### config.mk
export PLATFORM = sky130hd
export DESIGN_NAME = mbrm_request_mapper
export DESIGN_NICKNAME = d
export VERILOG_FILES = /design/src/verilog/mbrm_addr_map.v /design/src/verilog/mbrm_request_mapper.v
export VERILOG_INCLUDE_DIRS = /design/src /design/src/verilog
export SDC_FILE = /design/constraint.sdc
export NUM_CORES = 1
export LEC_CHECK = 0
export BUFFER_PORTS_ARGS = -buffer_cell sky130_fd_sc_hd__buf_2
export CAP_MARGIN = 40
export CORE_MARGIN = 2
export CORE_UTILIZATION = 56
export DETAILED_ROUTE_END_ITERATION = 16
export PLACE_DENSITY_LB_ADDON = 0.08
export REMOVE_ABC_BUFFERS = 1
export SETUP_SLACK_MARGIN = 0.3
export SLEW_MARGIN = 20
export SYNTH_ARGS = -nofsm -noshare
export SYNTH_HDL_FRONTEND = slang
export SYNTH_HIERARCHICAL = 1
export SYNTH_SLANG_ARGS = --single-unit
### constraint.sdc
create_clock -name clk_i -period 6.8 [get_ports clk_i]
set_input_delay 0.34 -clock clk_i [delete_from_list [all_inputs] [get_ports clk_i]]
set_output_delay 0.34 -clock clk_i [all_outputs]
set_load 0.02 [all_outputs]
### src/verilog/mbrm_defines.vh
// constants of the modbus request mapper
// included by bare name from each design file
// Notes on behaviour
// RULE_01 - fc 01 reads coils: outputs, relays, contacts
// RULE_02 - fc 02 reads inputs and special relays
// RULE_03 - fc 03 reads holding registers, word memory
// RULE_04 - fc 04 reads input registers, word memory; reads holding registers when legacy_mode_i is set
// RULE_05 - fc 05 forces one coil bit
// RULE_06 - fc 06 writes one holding register
// RULE_07 - fc 08 loop back, no memory touched
// RULE_08 - fc 15 forces consecutive coil bits
// RULE_09 - fc 16 writes consecutive holding registers
// RULE_10 - requests served without any controller program
// RULE_11 - address is octal-to-decimal index plus range start
// RULE_12 - discrete types; timer and counter contact ranges
// RULE_13 - address decoded together with data type
// RULE_14 - 256 stage bits at coils 5120-5375
// RULE_15 - 128 timer values at input registers 0-127
// RULE_16 - counter values at input registers 512-639
// RULE_17 - 3072 user words at holding 768-3839
// RULE_18 - word data kept apart from discrete data
// RULE_19 - error: function code msb set, exception code
// RULE_20 - normal answer echoes request function code
// RULE_21 - transaction identifier copied into answer
// RULE_22 - unit identifier returned unchanged
// RULE_23 - bad code or address: exception, no access
`ifndef MBRM_DEFINES_VH
`define MBRM_DEFINES_VH
`define MBRM_FC_RD_COILS   8'h01
`define MBRM_FC_RD_INPUTS  8'h02
`define MBRM_FC_RD_HOLD    8'h03
`define MBRM_FC_RD_INREG   8'h04
`define MBRM_FC_WR_COIL    8'h05
`define MBRM_FC_WR_REG     8'h06
`define MBRM_FC_LOOPBACK   8'h08
`define MBRM_FC_WR_COILS   8'h0F
`define MBRM_FC_WR_REGS    8'h10
`define MBRM_FC_ERR_FLAG   8'h80
`define MBRM_EXC_NONE      8'h00
`define MBRM_EXC_FUNC      8'h01
`define MBRM_EXC_ADDR      8'h02
`define MBRM_EXC_VALUE     8'h03
`define MBRM_EXC_FAIL      8'h04
`define MBRM_COIL_ON       16'hFF00
`define MBRM_COIL_OFF      16'h0000
`define MBRM_LOOP_ECHO     16'h0000
`define MBRM_MAX_RD_BITS   16'h07D0
`define MBRM_MAX_RD_REGS   16'h007D
`define MBRM_MAX_WR_BITS   16'h07B0
`define MBRM_MAX_WR_REGS   16'h007B
`define MBRM_TBL_COIL      2'h0
`define MBRM_TBL_INPUT     2'h1
`define MBRM_TBL_HOLD      2'h2
`define MBRM_TBL_INREG     2'h3
`define MBRM_RG_NONE       4'h0
`define MBRM_RG_OUTPUT     4'h1
`define MBRM_RG_CTRL_RELAY 4'h2
`define MBRM_RG_STAGE      4'h3
`define MBRM_RG_TMR_CONT   4'h4
`define MBRM_RG_CNT_CONT   4'h5
`define MBRM_RG_INPUT      4'h6
`define MBRM_RG_SPEC_RELAY 4'h7
`define MBRM_RG_TMR_VAL    4'h8
`define MBRM_RG_CNT_VAL    4'h9
`define MBRM_RG_USER_WORD  4'hA
`define MBRM_OUT_LO        16'h0800
`define MBRM_OUT_HI        16'h08FF
`define MBRM_CR_LO         16'h0C00
`define MBRM_CR_HI         16'h0DFF
`define MBRM_STG_LO        16'h1400
`define MBRM_STG_HI        16'h14FF
`define MBRM_TC_LO         16'h1800
`define MBRM_TC_HI         16'h187F
`define MBRM_CC_LO         16'h1900
`define MBRM_CC_HI         16'h197F
`define MBRM_TV_LO         16'h0000
`define MBRM_TV_HI         16'h007F
`define MBRM_CV_LO         16'h0200
`define MBRM_CV_HI         16'h027F
`define MBRM_UW_LO         16'h0300
`define MBRM_UW_HI         16'h0EFF
`endif

### src/verilog/mbrm_addr_map.v
// decodes data table and address span to a memory region
// combinational; caller keeps qty_i at one or more
`include "mbrm_defines.vh"
`timescale 1ns/1ps
`default_nettype none
module mbrm_addr_map (
    input  wire [1:0]  tbl_i,    // modbus data table
    input  wire [15:0] addr_i,   // first modbus address
    input  wire [15:0] qty_i,    // item count
    output reg         hit_o,    // whole span inside one region
    output reg  [3:0]  region_o, // controller memory region
    output wire [11:0] offset_o  // decimal index inside region
);
    reg  [15:0] base;
    wire [15:0] diff;

    function in_rng;
        input [15:0] a;
        input [15:0] q;
        input [15:0] lo;
        input [15:0] hi;
        reg   [16:0] last;
        begin
            last   = {1'b0, a} + {1'b0, q} - 17'h00001;
            in_rng = (a >= lo) && (last <= {1'b0, hi});
        end
    endfunction

    assign diff     = addr_i - base;
    assign offset_o = diff[11:0]; // RULE_11

    always @* begin
        region_o = `MBRM_RG_NONE;
        base     = 16'h0000;
        case (tbl_i) // RULE_13
            `MBRM_TBL_COIL: begin // RULE_12
                if (in_rng(addr_i, qty_i, `MBRM_OUT_LO, `MBRM_OUT_HI)) begin
                    region_o = `MBRM_RG_OUTPUT; base = `MBRM_OUT_LO;
                end else if (in_rng(addr_i, qty_i, `MBRM_CR_LO, `MBRM_CR_HI)) begin
                    region_o = `MBRM_RG_CTRL_RELAY; base = `MBRM_CR_LO;
                end else if (in_rng(addr_i, qty_i, `MBRM_STG_LO, `MBRM_STG_HI)) begin
                    region_o = `MBRM_RG_STAGE; base = `MBRM_STG_LO; // RULE_14
                end else if (in_rng(addr_i, qty_i, `MBRM_TC_LO, `MBRM_TC_HI)) begin
                    region_o = `MBRM_RG_TMR_CONT; base = `MBRM_TC_LO;
                end else if (in_rng(addr_i, qty_i, `MBRM_CC_LO, `MBRM_CC_HI)) begin
                    region_o = `MBRM_RG_CNT_CONT; base = `MBRM_CC_LO;
                end
            end
            `MBRM_TBL_INPUT: begin
                if (in_rng(addr_i, qty_i, `MBRM_OUT_LO, `MBRM_OUT_HI)) begin
                    region_o = `MBRM_RG_INPUT; base = `MBRM_OUT_LO;
                end else if (in_rng(addr_i, qty_i, `MBRM_CR_LO, `MBRM_CR_HI)) begin
                    region_o = `MBRM_RG_SPEC_RELAY; base = `MBRM_CR_LO;
                end
            end
            `MBRM_TBL_INREG: begin // RULE_18
                if (in_rng(addr_i, qty_i, `MBRM_TV_LO, `MBRM_TV_HI)) begin
                    region_o = `MBRM_RG_TMR_VAL; base = `MBRM_TV_LO; // RULE_15
                end else if (in_rng(addr_i, qty_i, `MBRM_CV_LO, `MBRM_CV_HI)) begin
                    region_o = `MBRM_RG_CNT_VAL; base = `MBRM_CV_LO; // RULE_16
                end
            end
            default: begin
                if (in_rng(addr_i, qty_i, `MBRM_UW_LO, `MBRM_UW_HI)) begin
                    region_o = `MBRM_RG_USER_WORD; base = `MBRM_UW_LO; // RULE_17
                end
            end
        endcase
        hit_o = (region_o != `MBRM_RG_NONE);
    end
endmodule // mbrm_addr_map
`default_nettype wire

### src/verilog/mbrm_request_mapper.v
// modbus server request interpreter mapping requests onto memory
// assumes an outside framer and a memory port on the same clock
`include "mbrm_defines.vh"
`timescale 1ns/1ps
`default_nettype none
module mbrm_request_mapper (
    input  wire        clk_i,         // 50 MHz clock
    input  wire        nrst_i,        // async reset, active low
    input  wire        legacy_mode_i, // legacy addressing mode pin
    input  wire        req_valid_i,   // request fields valid
    output wire        req_ready_o,   // request taken
    input  wire [15:0] req_tid_i,     // transaction identifier
    input  wire [7:0]  req_unit_i,    // unit identifier
    input  wire [7:0]  req_fc_i,      // function code
    input  wire [15:0] req_addr_i,    // start address / subfunction
    input  wire [15:0] req_field2_i,  // quantity, value or echo data
    input  wire        wr_valid_i,    // write item valid
    output wire        wr_ready_o,    // write item taken
    input  wire [15:0] wr_data_i,     // write item, coil in bit 0
    output wire        rd_valid_o,    // read item valid
    input  wire        rd_ready_i,    // read item taken
    output reg  [15:0] rd_data_o,     // read item, coil in bit 0
    output wire        rsp_valid_o,   // answer valid
    input  wire        rsp_ready_i,   // answer taken
    output reg  [15:0] rsp_tid_o,     // echoed transaction id
    output reg  [7:0]  rsp_unit_o,    // echoed unit id
    output reg  [7:0]  rsp_fc_o,      // answer function code
    output reg  [7:0]  rsp_exc_o,     // exception code, 0 if none
    output reg  [15:0] rsp_addr_o,    // echoed address field
    output reg  [15:0] rsp_field2_o,  // echoed second field
    output reg  [15:0] rsp_count_o,   // items moved
    output reg         mem_req_o,     // memory access request
    output reg         mem_we_o,      // memory write
    output reg  [3:0]  mem_region_o,  // memory region
    output reg  [11:0] mem_index_o,   // decimal index in region
    output reg  [15:0] mem_wdata_o,   // write data, coil in bit 0
    input  wire        mem_ack_i,     // access done
    input  wire        mem_err_i,     // access failed, with ack
    input  wire [15:0] mem_rdata_i    // read data with ack
);
    localparam [2:0] S_IDLE  = 3'h0;
    localparam [2:0] S_CHECK = 3'h1;
    localparam [2:0] S_NEXT  = 3'h2;
    localparam [2:0] S_WDATA = 3'h3;
    localparam [2:0] S_WAIT  = 3'h4;
    localparam [2:0] S_OUT   = 3'h5;
    localparam [2:0] S_RESP  = 3'h6;

    reg  [2:0]  st;
    reg  [7:0]  fc;
    reg  [15:0] addr;
    reg  [15:0] f2;
    reg  [15:0] cnt;
    reg  [15:0] idx;
    reg  [3:0]  region;
    reg  [11:0] offset;
    reg         is_wr;
    reg         multi_wr;
    reg         legacy_s1;
    reg         legacy;
    reg  [1:0]  tbl;
    reg         fc_ok;
    reg  [15:0] max_qty;
    wire [15:0] map_qty;
    wire        map_hit;
    wire [3:0]  map_region;
    wire [11:0] map_offset;
    wire [15:0] item_index;
    wire        single;

    // pin is asynchronous to the clock
    always @(posedge clk_i or negedge nrst_i) begin
        if (!nrst_i) begin
            legacy_s1 <= 1'b0;
            legacy    <= 1'b0;
        end else begin
            legacy_s1 <= legacy_mode_i;
            legacy    <= legacy_s1;
        end
    end

    assign single = (fc == `MBRM_FC_WR_COIL) || (fc == `MBRM_FC_WR_REG);
    assign map_qty = single ? 16'h0001 : f2;

    // function code to table, count limit and support
    always @* begin
        tbl     = `MBRM_TBL_HOLD;
        max_qty = 16'h0001;
        fc_ok   = 1'b1;
        case (fc)
            `MBRM_FC_RD_COILS: begin // RULE_01
                tbl     = `MBRM_TBL_COIL;
                max_qty = `MBRM_MAX_RD_BITS;
            end
            `MBRM_FC_RD_INPUTS: begin // RULE_02
                tbl     = `MBRM_TBL_INPUT;
                max_qty = `MBRM_MAX_RD_BITS;
            end
            `MBRM_FC_RD_HOLD: begin // RULE_03
                max_qty = `MBRM_MAX_RD_REGS;
            end
            `MBRM_FC_RD_INREG: begin // RULE_04
                tbl     = legacy ? `MBRM_TBL_HOLD : `MBRM_TBL_INREG;
                max_qty = `MBRM_MAX_RD_REGS;
            end
            `MBRM_FC_WR_COIL: begin // RULE_05
                tbl = `MBRM_TBL_COIL;
            end
            `MBRM_FC_WR_REG: begin // RULE_06
            end
            `MBRM_FC_WR_COILS: begin // RULE_08
                tbl     = `MBRM_TBL_COIL;
                max_qty = `MBRM_MAX_WR_BITS;
            end
            `MBRM_FC_WR_REGS: begin // RULE_09
                tbl     = `MBRM_TBL_HOLD;
                max_qty = `MBRM_MAX_WR_REGS;
            end
            `MBRM_FC_LOOPBACK: begin
            end
            default: begin
                fc_ok = 1'b0; // RULE_23
            end
        endcase
    end

    mbrm_addr_map u_map (
        .tbl_i    (tbl),
        .addr_i   (addr),
        .qty_i    (map_qty),
        .hit_o    (map_hit),
        .region_o (map_region),
        .offset_o (map_offset)
    );

    assign req_ready_o = (st == S_IDLE);
    assign wr_ready_o  = (st == S_WDATA);
    assign rd_valid_o  = (st == S_OUT);
    assign rsp_valid_o = (st == S_RESP);
    assign item_index  = {4'h0, offset} + idx;

    // main sequence, no controller program needed
    always @(posedge clk_i or negedge nrst_i) begin
        if (!nrst_i) begin
            st           <= S_IDLE;
            fc           <= 8'h00;
            addr         <= 16'h0000;
            f2           <= 16'h0000;
            cnt          <= 16'h0000;
            idx          <= 16'h0000;
            region       <= `MBRM_RG_NONE;
            offset       <= 12'h000;
            is_wr        <= 1'b0;
            multi_wr     <= 1'b0;
            rd_data_o    <= 16'h0000;
            rsp_tid_o    <= 16'h0000;
            rsp_unit_o   <= 8'h00;
            rsp_fc_o     <= 8'h00;
            rsp_exc_o    <= `MBRM_EXC_NONE;
            rsp_addr_o   <= 16'h0000;
            rsp_field2_o <= 16'h0000;
            rsp_count_o  <= 16'h0000;
            mem_req_o    <= 1'b0;
            mem_we_o     <= 1'b0;
            mem_region_o <= `MBRM_RG_NONE;
            mem_index_o  <= 12'h000;
            mem_wdata_o  <= 16'h0000;
        end else begin
            case (st)
                S_IDLE: begin
                    if (req_valid_i) begin
                        fc           <= req_fc_i;
                        addr         <= req_addr_i;
                        f2           <= req_field2_i;
                        rsp_tid_o    <= req_tid_i;    // RULE_21
                        rsp_unit_o   <= req_unit_i;   // RULE_22
                        rsp_addr_o   <= req_addr_i;
                        rsp_field2_o <= req_field2_i;
                        rsp_exc_o    <= `MBRM_EXC_NONE;
                        rsp_count_o  <= 16'h0000;
                        idx          <= 16'h0000;
                        st           <= S_CHECK;
                    end
                end
                S_CHECK: begin
                    rsp_fc_o <= fc | `MBRM_FC_ERR_FLAG; // RULE_19
                    st       <= S_RESP;
                    if (!fc_ok) begin
                        rsp_exc_o <= `MBRM_EXC_FUNC; // RULE_23
                    end else if (fc == `MBRM_FC_LOOPBACK) begin
                        if (addr == `MBRM_LOOP_ECHO) begin
                            rsp_fc_o <= fc; // RULE_07
                        end else begin
                            rsp_exc_o <= `MBRM_EXC_FUNC;
                        end
                    end else if (!single && (f2 == 16'h0000 || f2 > max_qty)) begin
                        rsp_exc_o <= `MBRM_EXC_VALUE;
                    end else if (fc == `MBRM_FC_WR_COIL
                                 && f2 != `MBRM_COIL_ON && f2 != `MBRM_COIL_OFF) begin
                        rsp_exc_o <= `MBRM_EXC_VALUE;
                    end else if (!map_hit) begin
                        rsp_exc_o <= `MBRM_EXC_ADDR; // RULE_23
                    end else begin
                        region   <= map_region;
                        offset   <= map_offset;
                        cnt      <= map_qty;
                        is_wr    <= single || (fc == `MBRM_FC_WR_COILS)
                                    || (fc == `MBRM_FC_WR_REGS);
                        multi_wr <= (fc == `MBRM_FC_WR_COILS) || (fc == `MBRM_FC_WR_REGS);
                        st       <= S_NEXT;
                    end
                end
                S_NEXT: begin
                    if (idx >= cnt) begin
                        rsp_fc_o    <= fc; // RULE_20
                        rsp_count_o <= cnt;
                        st          <= S_RESP;
                    end else if (multi_wr) begin
                        st <= S_WDATA;
                    end else begin
                        mem_req_o    <= 1'b1; // RULE_10
                        mem_we_o     <= is_wr;
                        mem_region_o <= region;
                        mem_index_o  <= item_index[11:0];
                        if (fc == `MBRM_FC_WR_COIL) begin
                            mem_wdata_o <= {15'h0000, f2 == `MBRM_COIL_ON}; // RULE_05
                        end else begin
                            mem_wdata_o <= f2; // RULE_06
                        end
                        st <= S_WAIT;
                    end
                end
                S_WDATA: begin
                    if (wr_valid_i) begin
                        mem_req_o    <= 1'b1;
                        mem_we_o     <= 1'b1;
                        mem_region_o <= region;
                        mem_index_o  <= item_index[11:0];
                        if (fc == `MBRM_FC_WR_COILS) begin
                            mem_wdata_o <= {15'h0000, wr_data_i[0]}; // RULE_08
                        end else begin
                            mem_wdata_o <= wr_data_i; // RULE_09
                        end
                        st <= S_WAIT;
                    end
                end
                S_WAIT: begin
                    if (mem_ack_i) begin
                        mem_req_o <= 1'b0;
                        mem_we_o  <= 1'b0;
                        idx       <= idx + 16'h0001;
                        if (mem_err_i) begin
                            rsp_fc_o    <= fc | `MBRM_FC_ERR_FLAG;
                            rsp_exc_o   <= `MBRM_EXC_FAIL;
                            rsp_count_o <= idx;
                            st          <= S_RESP;
                        end else if (is_wr) begin
                            st <= S_NEXT;
                        end else begin
                            if (tbl == `MBRM_TBL_COIL || tbl == `MBRM_TBL_INPUT) begin
                                rd_data_o <= {15'h0000, mem_rdata_i[0]}; // RULE_18
                            end else begin
                                rd_data_o <= mem_rdata_i;
                            end
                            st <= S_OUT;
                        end
                    end
                end
                S_OUT: begin
                    if (rd_ready_i) begin
                        st <= S_NEXT;
                    end
                end
                S_RESP: begin
                    if (rsp_ready_i) begin
                        st <= S_IDLE;
                    end
                end
                default: begin
                    st <= S_IDLE;
                end
            endcase
        end
    end
endmodule // mbrm_request_mapper
`default_nettype wire

# After elaboration in Yosys (flattened, before gate mapping)
# Index checks and enable logic that the tools add are counted.
[op_classes]
n_addsub = 5
magnitude_cmp = 18
muxes = 89
n_bitwise = 5
reduce_logical = 44
eq_ne = 30
[op_table]
columns = ["operator", "count"]
rows = [
  ["16-bit 2-to-1 mux", 12],
  ["12-bit 2-to-1 mux", 10],
  ["8-bit 2-to-1 mux", 15],
  ["16-bit one-hot mux with 2 select lines", 2],
  ["17-bit by 12-bit <= comparator with 1-bit output, second input constant", 3],
  ["17-bit by 13-bit <= comparator with 1-bit output, second input constant", 3],
  ["16-bit by 13-bit >= comparator with 1-bit output, second input constant", 3],
  ["3-bit 2-to-1 mux", 16],
  ["16-bit one-hot mux with 3 select lines", 1],
  ["8-bit one-hot mux with 3 select lines", 2],
  ["4-bit 2-to-1 mux", 11],
  ["11-bit one-hot mux with 4 select lines", 1],
  ["12-bit one-hot mux with 3 select lines", 1],
  ["16-bit by 10-bit >= comparator with 1-bit output, second input constant", 2],
  ["16-bit by 12-bit >= comparator with 1-bit output, second input constant", 2],
  ["16-bit zero test", 2],
  ["10-bit 2-to-1 mux", 3],
  ["8-bit by 3-bit == test with 1-bit output, second input constant", 3],
  ["12-bit one-hot mux with 2 select lines", 1],
  ["3-bit one-hot mux with 7 select lines", 1],
  ["16-bit by 16-bit adder with 17-bit output", 1],
  ["17-bit by 10-bit <= comparator with 1-bit output, second input constant", 1],
  ["17-bit by 7-bit <= comparator with 1-bit output, second input constant", 1],
  ["17-bit by 1-bit subtractor with 17-bit output, second input constant", 1],
  ["other kinds (44)", 93],
]
[word_totals]
ff_bits = 201
word_cells = 214

# Depth between registers and ports, before layout
[logic_depth]
word_depth = 20
mapped_depth = 26
mapped_depth_nobuf = 24

# By module
# Netlist, hierarchy kept.
[modules_own_cells]
columns = ["module", "instances", "cells_each", "area_each_um2", "seq_area_each_um2"]
rows = [
  ["mbrm_request_mapper", 1, 917, 9773.1, 4904.7],
  ["mbrm_addr_map", 1, 246, 1749.2, 0.0],
]

# Worst setup path after synthesis
# Ideal clock, no wire load.
[synth_timing]
path_type = "flip-flop to flip-flop"
startpoint = "register fc[6]"
endpoint = "register offset[11]"
path_stages_with_launch = 25
synth_period_minus_slack_ps = 5003
t_arrival_ps = 4878
path_slack_ps = 1797
required_ps = 6675
path_cell_list = "dfrtp_1 or3_1 buf_2 nor3_4 nand3_4 clkbuf_1 and2_1 inv_1 ha_1 inv_1 ha_1 a21o_1 a211o_1 a2111o_1 o211ai_2 o211ai_1 or2_0 or3_4 and2_1 ha_1 a21o_1 a21oi_1 xnor2_1 xnor2_1 mux2_4"
[synth_between]
word_cells_on_any_way = 73
[synth_lines]
columns = ["element", "line_no", "source"]
rows = [
  ["start, declared", "mbrm_request_mapper.v:50", "reg [7:0] fc;"],
  ["start signal, assigned", "mbrm_request_mapper.v:172", "fc <= req_fc_i;"],
  ["8-bit by 3-bit == test with 1-bit output", "--", ""],
  ["1-bit logical OR *", "mbrm_request_mapper.v:82", "assign single = (fc == `MBRM_FC_WR_COIL) || (fc == `MBRM_FC_WR_REG);"],
  ["16-bit 2-to-1 mux *", "mbrm_request_mapper.v:83", "assign map_qty = single ? 16'h0001 : f2;"],
  ["named net map_qty[13]", "mbrm_request_mapper.v:64", "wire [15:0] map_qty;"],
  ["16-bit by 16-bit adder with 17-bit output *", "mbrm_addr_map.v:24", "last = {1'b0, a} + {1'b0, q} - 17'h00001;"],
  ["17-bit by 1-bit subtractor with 17-bit output *", "mbrm_addr_map.v:24", ""],
  ["17-bit by 13-bit <= comparator with 1-bit output", "mbrm_addr_map.v:25", "in_rng = (a >= lo) && (last <= {1'b0, hi});"],
  ["1-bit logical AND", "mbrm_addr_map.v:25", ""],
  ["12-bit 2-to-1 mux", "mbrm_addr_map.v:45", "end else if (in_rng(addr_i, qty_i, `MBRM_CC_LO, `MBRM_CC_HI)) begin"],
  ["12-bit 2-to-1 mux", "mbrm_addr_map.v:43", "end else if (in_rng(addr_i, qty_i, `MBRM_TC_LO, `MBRM_TC_HI)) begin"],
  ["12-bit 2-to-1 mux", "mbrm_addr_map.v:41", "end else if (in_rng(addr_i, qty_i, `MBRM_STG_LO, `MBRM_STG_HI)) begin"],
  ["12-bit 2-to-1 mux", "mbrm_addr_map.v:39", "end else if (in_rng(addr_i, qty_i, `MBRM_CR_LO, `MBRM_CR_HI)) begin"],
  ["12-bit 2-to-1 mux", "mbrm_addr_map.v:37", "if (in_rng(addr_i, qty_i, `MBRM_OUT_LO, `MBRM_OUT_HI)) begin"],
  ["12-bit one-hot mux with 3 select lines *", "mbrm_addr_map.v:35", "case (tbl_i)"],
  ["12-bit subtractor *", "mbrm_addr_map.v:29", "assign diff = addr_i - base;"],
  ["named net map_offset[11]", "mbrm_request_mapper.v:67", "wire [11:0] map_offset;"],
  ["end signal, assigned", "mbrm_request_mapper.v:205", "offset <= map_offset;"],
  ["end, declared", "mbrm_request_mapper.v:56", "reg [11:0] offset;"],
]
# The timed path passes the listed nets; every way through them passes the cells marked *.
# A chain may end at the register's enable or synchronous reset.

# Final worst setup path
[layout_timing]
startpoint = "register fc[6]"
endpoint = "register offset[0]"
[layout_between]
elab_chain_len = 15
word_cells_on_any_way = 69
[layout_lines]
columns = ["element", "line_no", "source"]
rows = [
  ["8-bit by 3-bit == test with 1-bit output", "--", ""],
  ["1-bit logical OR *", "mbrm_request_mapper.v:82", ""],
  ["16-bit 2-to-1 mux *", "mbrm_request_mapper.v:83", ""],
  ["named net map_qty[1]", "mbrm_request_mapper.v:64", ""],
  ["16-bit by 16-bit adder with 17-bit output *", "mbrm_addr_map.v:24", ""],
  ["17-bit by 1-bit subtractor with 17-bit output *", "mbrm_addr_map.v:24", ""],
  ["17-bit by 13-bit <= comparator with 1-bit output", "mbrm_addr_map.v:25", ""],
  ["1-bit logical AND", "mbrm_addr_map.v:25", ""],
  ["3-bit 2-to-1 mux", "mbrm_addr_map.v:45", ""],
  ["4-bit 2-to-1 mux", "mbrm_addr_map.v:43", ""],
  ["4-bit 2-to-1 mux", "mbrm_addr_map.v:41", ""],
  ["4-bit 2-to-1 mux", "mbrm_addr_map.v:39", ""],
  ["4-bit 2-to-1 mux", "mbrm_addr_map.v:37", ""],
  ["4-bit one-hot mux with 3 select lines *", "mbrm_addr_map.v:35", ""],
  ["4-bit nonzero test (no source line) *", "--", ""],
  ["named net map_hit", "mbrm_request_mapper.v:65", "wire map_hit;"],
  ["6-bit AND reduction (no source line) *", "--", ""],
]
# Marked as above.

==> impl_metrics.ini <==
[placed_design]
dpl-instance-area_mm2 = 0.01292
gp_congestion = 0.9211
hpwl_um = 21290
portBuffers = 241

[floorplanning]
rows = 52
initial_core_util_pct = 56.94
die_h_um = 147.4
dieArea_mm2 = 0.02174
io_pins = 247
core_area_mm2 = 0.02023
die-width_um = 147.4

[final_layout]
final_cell_mix = buf_2, dfrtp_1, nand2_1, inv_1, o21ai_0
syn_to_final_growth_pct = 17.68
nNetsFinal = 1560
fillers = 1666
design_area_mm2 = 0.01356
layout_commonest_cell = buf_2
drive_gt1_share_pct = 30.60
antenna_cells = 0

[global_routing]
grt_pass1_vias = 8997
grt_max_degree = 69
antenna_found_initial = 0
grt_use_total_pct = 26.52
grt.overflow.total = 0
grt_pass1_wl_um = 46190

[power]
power.density_mw_per_mm2 = 561.3
cellLeakagePower_nw = 6.669
irDropWorstVdd_mv = 0.3463

[yosys]
synthesis.area_mm2 = 0.01152
synth_seq_area_share_pct = 42.57
synth_edf_count = 0
synthCells = 1163
ys_types = 81
synth-seq-cells = 196
yosysWarnings = 6
ys.flop_type = dfrtp_1
avgSynthCellArea_um2 = 9.907
synthArstFlopShare_pct = 100.0

[critical_path]
worst-path-max-fanout = 31
r2r_slack_ns = 1.03
crit_slowest_cell = or3_1
cp_slowest_stage_delay_ns = 0.54
ff2ff_path_depth = 22
crit_top_cell = inv_1
reg2reg_to = offset[0]$_DFFE_PN0P_
cp_top_family = simple AND/OR/NAND/NOR gates
critPathLaunch = fc[6]$_DFFE_PN0P_
cp-end-kind = register
path_cells = or3_1, nor3_4, nand3_4, and2_1, inv_1, ha_1, inv_1, ha_1, fa_1, a211oi_2, o21ai_4, a31oi_4, xor2_2, and3_1, o221ai_2, and3_4, o31ai_2, nand4_1, inv_1, a2111o_1, buf_4, mux2_2
crit_type = reg -> reg
cp.arrival_ns = 6.09
start_kind = register
cp.depth = 22
r2r_start = fc[6]$_DFFE_PN0P_
worstSetupEndpoint = offset[0]$_DFFE_PN0P_
crit_buf_inv = 4
critPathRequiredTime_ns = 7.12

[clock_tree]
htree_levels = 4
cts_resized = 0
path_clk_slew_ns = 0.08
cts.sinks = 196
cts.path.max_buffers = 2
cts_setup_buffers = 0
cts_tree = done
cts_made_buffers = 17
cts_hold_buffers = 2
clk_latency_ns = 0.44
clock-root-buffer = clkbuf_16

[timing]
setup_viol = 0
finClkSkew_ns = 0.01021
slew_headroom_pct = 49.00
hold_viol = 0
fin_hold_ws_ns = 0.09339
setup_tns_ns = 0
grt_setup_unrepaired = false
drv_slew = 0
timing.fmax_mhz = 173.4
final_min_period_over_clock_period_pct = 84.81
tightest_slew_ns = 0.7650
fin_crit_ns = 5.767

[routing]
drt_iter0_markers = 671
first_pass_iters = 6
wl_per_cell_um = 17.17
ant_nets = 0
drt-total-wl_um = 28530
route.detailed.drc = 0
viasPerCell = 5.593
vias = 9296

[run]
maxCapViolCount = 0

[status]
outcome = completed

[min_path]
hold_path.class = in -> reg
-- sequential cells by signal, indices dropped and copies added (netlist names), 12 cells and up --
name         flops
offset          12
rd_data_o       16
rsp_count_o     16
addr            16
rsp_tid_o       16
cnt             16
f2              16
idx             16
mem_wdata_o     16
mem_index_o     12
-- routing by layer --
layer / wire (um) / track usage, % / vias up
met5: 0 / 0 / -
li1: - / - / 4503
met2: 13600 / 42.80 / 317
met3: 1542 / 4.938 / 43
met1: 12720 / 36.42 / 4433
met4: 672 / 8.846 / 0
-- cells by family (layout without fill, tap and decap cells) --
logic type	count (synthesis)	count (layout)	synth area share, %
AOI/OAI and AO/OA	269	269	15.42
xor gates and xnor gates	34	34	2.780
adders and majority gates	77	77	8.535
buffers and inverters	167	392	6.157
DFF	196	196	42.57
muxes	106	106	11.23
other	1	5	0.03255
and+or+nand+nor	313	313	13.28
-- power by group --
part / total (mW) / switching, mW / internal (mW) / leakage, nW
combinational: 4.56 / 2.77 / 1.79 / 3.90
sequential: 2.05 / 0.472 / 1.58 / 2.49
clock: 1.00 / 0.495 / 0.508 / 0.280
-- final cells by class --
type	count	area, um^2	area share, %
inverter	102	382.9	2.824
clock inverter	13	135.1	0.9966
timing repair buffer	258	1395	10.29
sequential	196	4905	36.17
clock buffer	19	452.9	3.340
tap	270	337.8	2.491
multi-input combinational	804	5951	43.89
-- through the flow --
stage	instances	util, %	power (mW)	worst slack [ns]
after floorplan	1102	-	5.327	-1.144
after global placement	1622	63.55	6.455	1.256
after detailed placement	1627	63.87	6.556	1.054
after CTS	1661	66.87	7.602	1.023
after global routing	1662	67.01	8.182	0.7208
final	1662	67.01	7.611	1.033
-- how the worst min path moves through the flow --
stage                                   to  depth (start not counted)  slack [ns]      startpoint
5_1_grt           rd_data_o[0]$_DFFE_PN0P_                          3        0.09  mem_rdata_i[0]
6_report          rd_data_o[0]$_DFFE_PN0P_                          3        0.09  mem_rdata_i[0]
4_1_cts           rd_data_o[0]$_DFFE_PN0P_                          3        0.08  mem_rdata_i[0]
3_5_place_dp   mem_index_o[10]$_DFFE_PN0P_                          1        0.32          nrst_i
2_1_floorplan          addr[0]$_DFFE_PN0P_                          0        0.04          nrst_i
3_3_place_gp   mem_index_o[10]$_DFFE_PN0P_                          1        0.33          nrst_i
-- synthesized netlist by cell type, types with 3 or more instances --
cell	count	share of area [%]
dfrtp_1	196	43
nand2_1	115	3.7
inv_1	102	3.3
o21ai_0	83	3.6
mux2_2	78	7.6
ha_1	73	7.9
nor2_1	71	2.3
a21oi_1	58	2.5
clkbuf_1	43	1.4
a22oi_1	32	2.1
mux2_4	27	3.5
and2_1	20	1.1
xor2_1	19	1.4
nand4_1	18	0.98
nor3_1	18	0.78
buf_4	13	0.85
xnor2_1	12	0.91
a21o_1	11	0.72
and3_1	10	0.54
nand3_1	9	0.39
o31ai_1	9	0.59
a211oi_1	8	0.52
or3_1	8	0.43
nor4_1	7	0.38
o211ai_1	7	0.46
a211o_1	6	0.46
nand2b_1	6	0.33
o21a_1	6	0.39
a31oi_1	5	0.27
nor2b_1	5	0.27
a2111o_1	4	0.39
buf_6	4	0.39
nand3b_1	4	0.26
o21ai_1	4	0.17
o22ai_1	4	0.22
or2_2	4	0.22
a2111oi_0	3	0.23
a21boi_0	3	0.20
buf_2	3	0.13
fa_1	3	0.52
xor2_2	3	0.42
-- worst min-delay path: stages --
cell and delay, ns:
buf_2 0.08, nand2_1 0.04, nand2_1 0.04
(Power assumes the default switching activity.)
